--- config.mk ---
export PLATFORM = sky130hd
export DESIGN_NAME = oai_fault_irq_port1
export DESIGN_NICKNAME = d
export VERILOG_FILES = /design/src/oai_pkg.sv /design/src/oai_fault_irq_port1.sv /design/src/oai_sync.sv
export SDC_FILE = /design/constraint.sdc
export NUM_CORES = 1
export LEC_CHECK = 0
export BUFFER_PORTS_ARGS = -buffer_cell sky130_fd_sc_hd__buf_2
export CORE_UTILIZATION = 53
export CTS_CLUSTER_DIAMETER = 200
export DETAILED_ROUTE_END_ITERATION = 8
export GPL_TIMING_DRIVEN = 0
export PLACE_DENSITY = 0.78
export SYNTH_ARGS = -nofsm -noshare
export SYNTH_HDL_FRONTEND = slang
export SYNTH_SLANG_ARGS = --single-unit
--- constraint.sdc ---
create_clock -name ref_clk -period 1.85 [get_ports ref_clk]
set_input_delay 0.0925 -clock ref_clk [delete_from_list [all_inputs] [get_ports ref_clk]]
set_output_delay 0.0925 -clock ref_clk [all_outputs]
set_load 0.01 [all_outputs]
--- src/oai_pkg.sv ---
// Constants and types for the port 1 output fault interrupt block
// Functional notes
// - Fault mask resets to all zeros
// - Masked output mismatch asserts the interrupt
// - Interrupt withdrawn once pin matches output
// - Input read clears fault interrupt only once
// - Unmasked pins never raise fault interrupt
// - Input pin change asserts interrupt, except in the first ARM_CYCLES cycles after reset
// - Reset returns all registers and state
// - Direction one is input, zero drives
package oai_pkg;

  // ----------------------------------------
  // Register offsets
  // ----------------------------------------
  localparam logic [7:0] REG_INPUT_P1      = 8'h01;
  localparam logic [7:0] REG_OUTPUT_P1     = 8'h03;
  localparam logic [7:0] REG_DIR_P1        = 8'h07;
  localparam logic [7:0] REG_FAULT_MASK_P1 = 8'h0b;

  // ----------------------------------------
  // Reset values
  // ----------------------------------------
  localparam logic [7:0] RST_OUTPUT_P1     = 8'hff;
  localparam logic [7:0] RST_DIR_P1        = 8'hff;
  localparam logic [7:0] RST_FAULT_MASK_P1 = 8'h00;
  localparam logic [7:0] RST_SUPPRESS      = 8'h00;
  localparam logic [7:0] UNMAPPED_READ     = 8'h00;

  // ----------------------------------------
  // Bus constants
  // ----------------------------------------
  // Arbitrary target address
  localparam logic [6:0] TARGET_ADDR   = 7'h22;
  localparam logic [3:0] BITS_PER_BYTE = 4'h8;
  localparam logic [1:0] ARM_CYCLES    = 2'h3;

  typedef enum logic [2:0] {
    ST_IDLE,
    ST_ADDR,
    ST_ACK,
    ST_WR,
    ST_RD,
    ST_RACK
  } oai_state_e;

endpackage

--- src/oai_fault_irq_port1.sv ---
// Port 1 expander slice: serial register target, fault and change interrupt
`timescale 1ns/100ps
module oai_fault_irq_port1 #(
  parameter logic [6:0] TARGET_ADDR = oai_pkg::TARGET_ADDR,
  parameter int         PORT_W      = 8
) (
  input  wire logic              ref_clk,
  input  wire logic              rst_b,
  input  wire logic              sclIn,
  input  wire logic              sdaIn,
  output logic                   sdaOut,
  output logic                   sdaOeN,
  input  wire logic [PORT_W-1:0] portIn,
  output logic      [PORT_W-1:0] portOut,
  output logic      [PORT_W-1:0] portOeN,
  output logic                   irqOutN,
  output logic                   irqOutOeN
);

  // ----------------------------------------
  // Pin synchronisers and edge finding
  // ----------------------------------------
  logic              sclS;
  logic              sdaS;
  logic [PORT_W-1:0] pinS;
  logic              sclD_r;
  logic              sdaD_r;

  oai_sync #(.WIDTH(PORT_W + 2)) uSync (
    .ref_clk (ref_clk),
    .asyncIn ({sclIn, sdaIn, portIn}),
    .syncOut ({sclS, sdaS, pinS})
  );

  always_ff @(posedge ref_clk)
  begin
    if (!rst_b)
    begin
      sclD_r <= 1'b1;
      sdaD_r <= 1'b1;
    end
    else
    begin
      sclD_r <= sclS;
      sdaD_r <= sdaS;
    end
  end

  logic sclRise;
  logic sclFall;
  logic startCond;
  logic stopCond;

  assign sclRise   = sclS & ~sclD_r;
  assign sclFall   = ~sclS & sclD_r;
  assign startCond = sclS & sclD_r & sdaD_r & ~sdaS;
  assign stopCond  = sclS & sclD_r & ~sdaD_r & sdaS;

  // ----------------------------------------
  // Register storage
  // ----------------------------------------
  logic [PORT_W-1:0] outReg_r;
  logic [PORT_W-1:0] dirReg_r;
  logic [PORT_W-1:0] mask_r;
  logic [7:0]        ptr_r;
  logic [7:0]        shift_r;
  logic [7:0]        rdData;
  logic              wrStrobe;
  logic              rdStrobe;
  logic              inputRead;

  oai_pkg::oai_state_e state_r;
  logic [3:0]          bitCnt_r;
  logic                rw_r;
  logic                firstByte_r;
  logic                nack_r;
  logic                sdaDrive_r;

  always_comb
  begin
    case (ptr_r)
      oai_pkg::REG_INPUT_P1:      rdData = pinS;
      oai_pkg::REG_OUTPUT_P1:     rdData = outReg_r;
      oai_pkg::REG_DIR_P1:        rdData = dirReg_r;
      oai_pkg::REG_FAULT_MASK_P1: rdData = mask_r;
      default:                    rdData = oai_pkg::UNMAPPED_READ;
    endcase
  end

  assign wrStrobe  = (state_r == oai_pkg::ST_WR) && sclFall && !firstByte_r
                     && (bitCnt_r == oai_pkg::BITS_PER_BYTE);
  assign rdStrobe  = sclFall && rw_r && (((state_r == oai_pkg::ST_ACK))
                     || ((state_r == oai_pkg::ST_RACK) && !nack_r));
  assign inputRead = rdStrobe && (ptr_r == oai_pkg::REG_INPUT_P1);

  always_ff @(posedge ref_clk)
  begin
    if (!rst_b)
    begin
      outReg_r <= oai_pkg::RST_OUTPUT_P1;
      dirReg_r <= oai_pkg::RST_DIR_P1;
      mask_r   <= oai_pkg::RST_FAULT_MASK_P1;
    end
    else if (wrStrobe)
    begin
      case (ptr_r)
        oai_pkg::REG_OUTPUT_P1:     outReg_r <= shift_r;
        oai_pkg::REG_DIR_P1:        dirReg_r <= shift_r;
        oai_pkg::REG_FAULT_MASK_P1: mask_r   <= shift_r;
        default:                    mask_r   <= mask_r;
      endcase
    end
  end

  // ----------------------------------------
  // Serial target state machine
  // ----------------------------------------
  always_ff @(posedge ref_clk)
  begin
    if (!rst_b)
    begin
      state_r     <= oai_pkg::ST_IDLE;
      bitCnt_r    <= 4'h0;
      shift_r     <= 8'h00;
      ptr_r       <= 8'h00;
      rw_r        <= 1'b0;
      firstByte_r <= 1'b1;
      nack_r      <= 1'b0;
      sdaDrive_r  <= 1'b0;
    end
    else if (startCond)
    begin
      state_r     <= oai_pkg::ST_ADDR;
      bitCnt_r    <= 4'h0;
      firstByte_r <= 1'b1;
      rw_r        <= 1'b0;
      sdaDrive_r  <= 1'b0;
    end
    else if (stopCond)
    begin
      state_r    <= oai_pkg::ST_IDLE;
      sdaDrive_r <= 1'b0;
    end
    else
    begin
      case (state_r)
        oai_pkg::ST_ADDR, oai_pkg::ST_WR:
        begin
          if (sclRise && bitCnt_r < oai_pkg::BITS_PER_BYTE)
          begin
            shift_r  <= {shift_r[6:0], sdaS};
            bitCnt_r <= bitCnt_r + 4'h1;
          end
          else if (sclFall && bitCnt_r == oai_pkg::BITS_PER_BYTE)
          begin
            if (state_r == oai_pkg::ST_ADDR)
            begin
              if (shift_r[7:1] == TARGET_ADDR)
              begin
                rw_r       <= shift_r[0];
                sdaDrive_r <= 1'b1;
                state_r    <= oai_pkg::ST_ACK;
              end
              else
              begin
                state_r <= oai_pkg::ST_IDLE;
              end
            end
            else
            begin
              if (firstByte_r)
              begin
                ptr_r <= shift_r;
              end
              firstByte_r <= 1'b0;
              sdaDrive_r  <= 1'b1;
              state_r     <= oai_pkg::ST_ACK;
            end
          end
        end
        oai_pkg::ST_ACK:
        begin
          if (sclFall)
          begin
            if (rw_r)
            begin
              shift_r    <= rdData;
              sdaDrive_r <= ~rdData[7];
              bitCnt_r   <= 4'h1;
              state_r    <= oai_pkg::ST_RD;
            end
            else
            begin
              sdaDrive_r <= 1'b0;
              bitCnt_r   <= 4'h0;
              state_r    <= oai_pkg::ST_WR;
            end
          end
        end
        oai_pkg::ST_RD:
        begin
          if (sclFall)
          begin
            if (bitCnt_r == oai_pkg::BITS_PER_BYTE)
            begin
              sdaDrive_r <= 1'b0;
              nack_r     <= 1'b0;
              state_r    <= oai_pkg::ST_RACK;
            end
            else
            begin
              sdaDrive_r <= ~shift_r[6];
              shift_r    <= {shift_r[6:0], 1'b0};
              bitCnt_r   <= bitCnt_r + 4'h1;
            end
          end
        end
        oai_pkg::ST_RACK:
        begin
          if (sclRise)
          begin
            nack_r <= sdaS;
          end
          else if (sclFall)
          begin
            if (nack_r)
            begin
              state_r <= oai_pkg::ST_IDLE;
            end
            else
            begin
              shift_r    <= rdData;
              sdaDrive_r <= ~rdData[7];
              bitCnt_r   <= 4'h1;
              state_r    <= oai_pkg::ST_RD;
            end
          end
        end
        default:
        begin
          sdaDrive_r <= 1'b0;
        end
      endcase
    end
  end

  assign sdaOut = 1'b0;
  assign sdaOeN = ~sdaDrive_r;

  // ----------------------------------------
  // Port pins
  // ----------------------------------------
  assign portOut = outReg_r;
  assign portOeN = dirReg_r;

  // ----------------------------------------
  // Fault and change interrupt
  // ----------------------------------------
  logic [PORT_W-1:0] supp_r;
  logic [PORT_W-1:0] prevPin_r;
  logic [PORT_W-1:0] rawFault;
  logic [PORT_W-1:0] fault;
  logic [1:0]        armCnt_r;
  logic              armed;
  logic              inChg_r;
  logic              pinChange;

  assign rawFault  = mask_r & ~dirReg_r & (pinS ^ outReg_r);
  assign fault     = rawFault & ~supp_r;
  assign armed     = (armCnt_r == oai_pkg::ARM_CYCLES);
  assign pinChange = armed && |((pinS ^ prevPin_r) & dirReg_r);

  always_ff @(posedge ref_clk)
  begin
    if (!rst_b)
    begin
      supp_r <= oai_pkg::RST_SUPPRESS;
    end
    else if (wrStrobe && ptr_r == oai_pkg::REG_FAULT_MASK_P1)
    begin
      supp_r <= oai_pkg::RST_SUPPRESS;
    end
    else if (inputRead)
    begin
      supp_r <= supp_r | rawFault;
    end
  end

  always_ff @(posedge ref_clk)
  begin
    if (!rst_b)
    begin
      armCnt_r  <= 2'h0;
      prevPin_r <= '0;
    end
    else
    begin
      armCnt_r  <= armed ? armCnt_r : armCnt_r + 2'h1;
      prevPin_r <= pinS;
    end
  end

  always_ff @(posedge ref_clk)
  begin
    if (!rst_b)
    begin
      inChg_r <= 1'b0;
    end
    else if (pinChange)
    begin
      inChg_r <= 1'b1;
    end
    else if (inputRead)
    begin
      inChg_r <= 1'b0;
    end
  end

  always_ff @(posedge ref_clk)
  begin
    if (!rst_b)
    begin
      irqOutN <= 1'b1;
    end
    else
    begin
      irqOutN <= ~(inChg_r | (|fault));
    end
  end

  assign irqOutOeN = irqOutN;
endmodule // oai_fault_irq_port1

--- src/oai_sync.sv ---
// Two flip-flop synchroniser for pins from outside the clock domain
`timescale 1ns/100ps
module oai_sync #(
  parameter int WIDTH = 1
) (
  input  wire logic             ref_clk,
  input  wire logic [WIDTH-1:0] asyncIn,
  output logic      [WIDTH-1:0] syncOut
);

  logic [WIDTH-1:0] meta_r;

  always_ff @(posedge ref_clk)
  begin
    meta_r  <= asyncIn;
    syncOut <= meta_r;
  end

endmodule // oai_sync

==> summary.md <==
| Metric | Value |
|---|---|
| Status | `finished, violations left` |
| Failing checks | `setup timing` |
| Number of max-cap violations | `0` |
| CP Class | `reg -> reg` |
| Clock-pin slew on the worst setup and hold paths | `0.10 ns` |
| Element type at the critical path end | `flip-flop` |
| Relative slew slack | `38.6%` |
| Final HPWL DP | `7080 um` |
| Residual DRC | `0` |
| Fraction of layout cells with a size suffix above 1 | `24.5%` |
| Row count | `31` |
| Final WL | `11,000 um` |
| Avg Cell Area, Syn | `9.12 um^2` |
| Multi-input gate area | `2190 um^2` |
| Yosys warns | `0` |
| FF+latch count, synth | `93` |
| Clock sink count | `93` |
| CP Max Fanout | `8` |
| Fin crit period | `2.00 ns` |
| Cell count after placement | `573` |
| Setup WS post-layout | `-0.154 ns` |
| Flip-flop and latch area | `1880 um^2` |
| Starting density of the core | `55.2%` |
| Clock Skews | `0.0123 ns` |
| Filler Cell Count | `569` |
| CTS Buffer Depth | `2` |
| Crit path cell chain | `or4b_4 > nor4b_4 > buf_4 > nand3_4 > mux2i_1 > nand2_1` |
| Leading post-synthesis cells by instance count | `dfxtp_1, nand2_1, nand3_1` |
| Synth top area share | `46.0%` |
| Net Count, Synth | `459` |
| Die ar. | `8000 um^2` |
| Post-synth ARST share | `0%` |
| Root Buffer | `clkbuf_8` |
| Maximum vdd drop | `0.719 mV` |
| Largest net degree at the start of global routing | `18` |
| Fin cells | `625` |
| Critical Path Source Type | `flip-flop` |
| Worst-Skew Late Latency | `0.37 ns` |
| Vias in the first global route | `3,280` |
| Final GP Congestion | `0.898` |
| Ys flop type | `dfxtp_1` |
| Number of vias per cell | `6.03` |
| Initial DRC count | `388` |
| Post-synth cell types | `61` |
| Pwr dens | `736 nW/um^2` |
| CP max stage cell | `or4b_4` |
| Antenna-violating nets left | `0` |
| Core area | `7330 um^2` |
| Final setup vio count | `33` |
| TNS Setup | `-2.95 ns` |
| Final Hold Viols | `0` |
| TritonCTS clock tree | `done` |
| Post-synth EDFFs | `0` |
| Seq/Total Area, Yosys | `46.0%` |
| Setup repair after global routing missed its margin | `true` |
| H-tree Lvls | `3` |
| Slew Viols, Final | `0` |
| Gr usage total | `28.3%` |
| First-pass GRT wire length | `16,600 um` |
| Top post-synthesis cells by area | `dfxtp_1, mux2i_1, nand2_1, nand3_1, o21ai_0` |
| Post-layout nets | `536` |
| Chip Width | `89.4 um` |
| WP data required | `2.08 ns` |
| Syn Std Cell Area | `4050 um^2` |
| Height of the die | `89.4 um` |
| Final design utilization | `69.5%` |
| Count leader, synth | `dfxtp_1` |
| Average routed wire per standard cell | `17.6 um` |
| Static Leakage | `2.03 nW` |
| Worst slack at placement | `-0.597 ns` |
| Ant. Diodes | `0` |
| Num ports | `32` |
| Critical path arrival | `2.24 ns` |
| Max Clk Rate | `499 MHz` |
| Max incr delay on CP | `0.57 ns` |
| DRT Pass-1 Iters | `5` |
| Initial antenna violation count | `0` |
| Hold/Removal Path Class | `in -> reg` |
| Crit share post-route | `108%` |
| GRT overflow | `0` |
| Area Growth Syn to Fin | `25.9%` |
| Syn Inst Count | `444` |
| Area leader, netlist | `dfxtp_1` |
| Worst-margin pin slew | `0.911 ns` |
| CTS Buf Count | `9` |
| Routed vias | `3,768` |
| Input/output buffers | `30` |
-- state kept, by name, indices dropped and copies added, names as in the netlist, 3 cells and up --
| name | cells |
|---|---|
| uSync.meta_r | 10 |
| uSync.syncOut | 10 |
| mask_r | 8 |
| portOeN | 8 |
| portOut | 8 |
| prevPin_r | 8 |
| ptr_r | 8 |
| shift_r | 8 |
| supp_r | 8 |
| bitCnt_r | 4 |
| state_r | 3 |
-- area by class of cell --
class,instances,area share [%]
clock buffer,10,2.50
timing repair buffer,69,9.84
tap,99,2.43
inverter,12,0.957
buffer,25,3.44
multi-input combinational,311,42.9
sequential,93,36.8
clock inverter,6,1.10
-- cells in the final DEF (no fill, tap or decap), types with 15 or more instances in the layout --
master,count
nor2_1,15
nand2_1,49
buf_2,33
a21oi_1,18
o21ai_0,15
dfxtp_1,86
nand3_1,27
buf_4,26
mux2i_1,26
-- cell families (layout without fill, tap and decap cells) --
logic type / after synthesis / after routing / synth area share [%]
other: 1 / 1 / 0.0926
AND/OR/NAND/NOR: 159 / 159 / 21.4
multiplexers: 26 / 26 / 6.43
flip-flops: 93 / 93 / 46.0
buffers and inverters: 40 / 122 / 4.26
adder cells (fa/ha/maj): 3 / 3 / 0.927
AO/OA/AOI/OAI: 104 / 104 / 17.1
XOR/XNOR: 18 / 18 / 3.89
-- through the flow --
stage / power, mW / cell area, um^2 / hold slack [ns]
after global routing: 3.89 / 5100 / 0.172
after floorplan: 2.34 / 4050 / 0.120
final: 3.75 / 5100 / 0.145
after global placement: 2.41 / 4320 / 0.194
after detailed placement: 2.42 / 4320 / 0.196
after CTS: 3.73 / 4760 / 0.122
-- critical path: cells and delay by family (launching register included) --
family                 cells  cell delay [ns]
multiplexers               1             0.22
buffers and inverters      1             0.18
flip-flops                 1             0.32
AND/OR/NAND/NOR            4             1.16
-- report_power, final --
group	total [mW]	internal, mW	leakage (nW)	switching [mW]
logic	0.328	0.162	1.18	0.167
registers	2.14	2.07	0.765	0.0690
clock network	1.29	0.518	0.0909	0.771
-- worst paths after layout --
kind / startpoint / end / slack [ns] / cells past startpoint
worst min-delay path: rst_b / state_r[2] / 0.15 / 3
worst max register to register: ptr_r[7] / portOut[7] / -0.15 / 6
worst max-delay path: ptr_r[7] / portOut[7] / -0.15 / 6
worst min register to register: uSync.meta_r[3] / uSync.syncOut[3] / 0.33 / 0
-- what timing repair did --
item,CTS,global route
endpoints found under the hold margin,10,0
gates cloned,1,1
endpoints found under the setup margin,54,56
hold buffers,10,0
pin swaps,6,17
buffers inserted,6,21
gates resized for setup,28,59
-- metal layers --
metal	global-route usage, %	vias to the layer above	wire [um]
met4	9.81	0	221
met2	44.6	185	5240
met3	6.28	35	880
met1	38.4	1808	4670
met5	0	-	0
li1	-	1740	-
(Power assumes the default switching activity.)
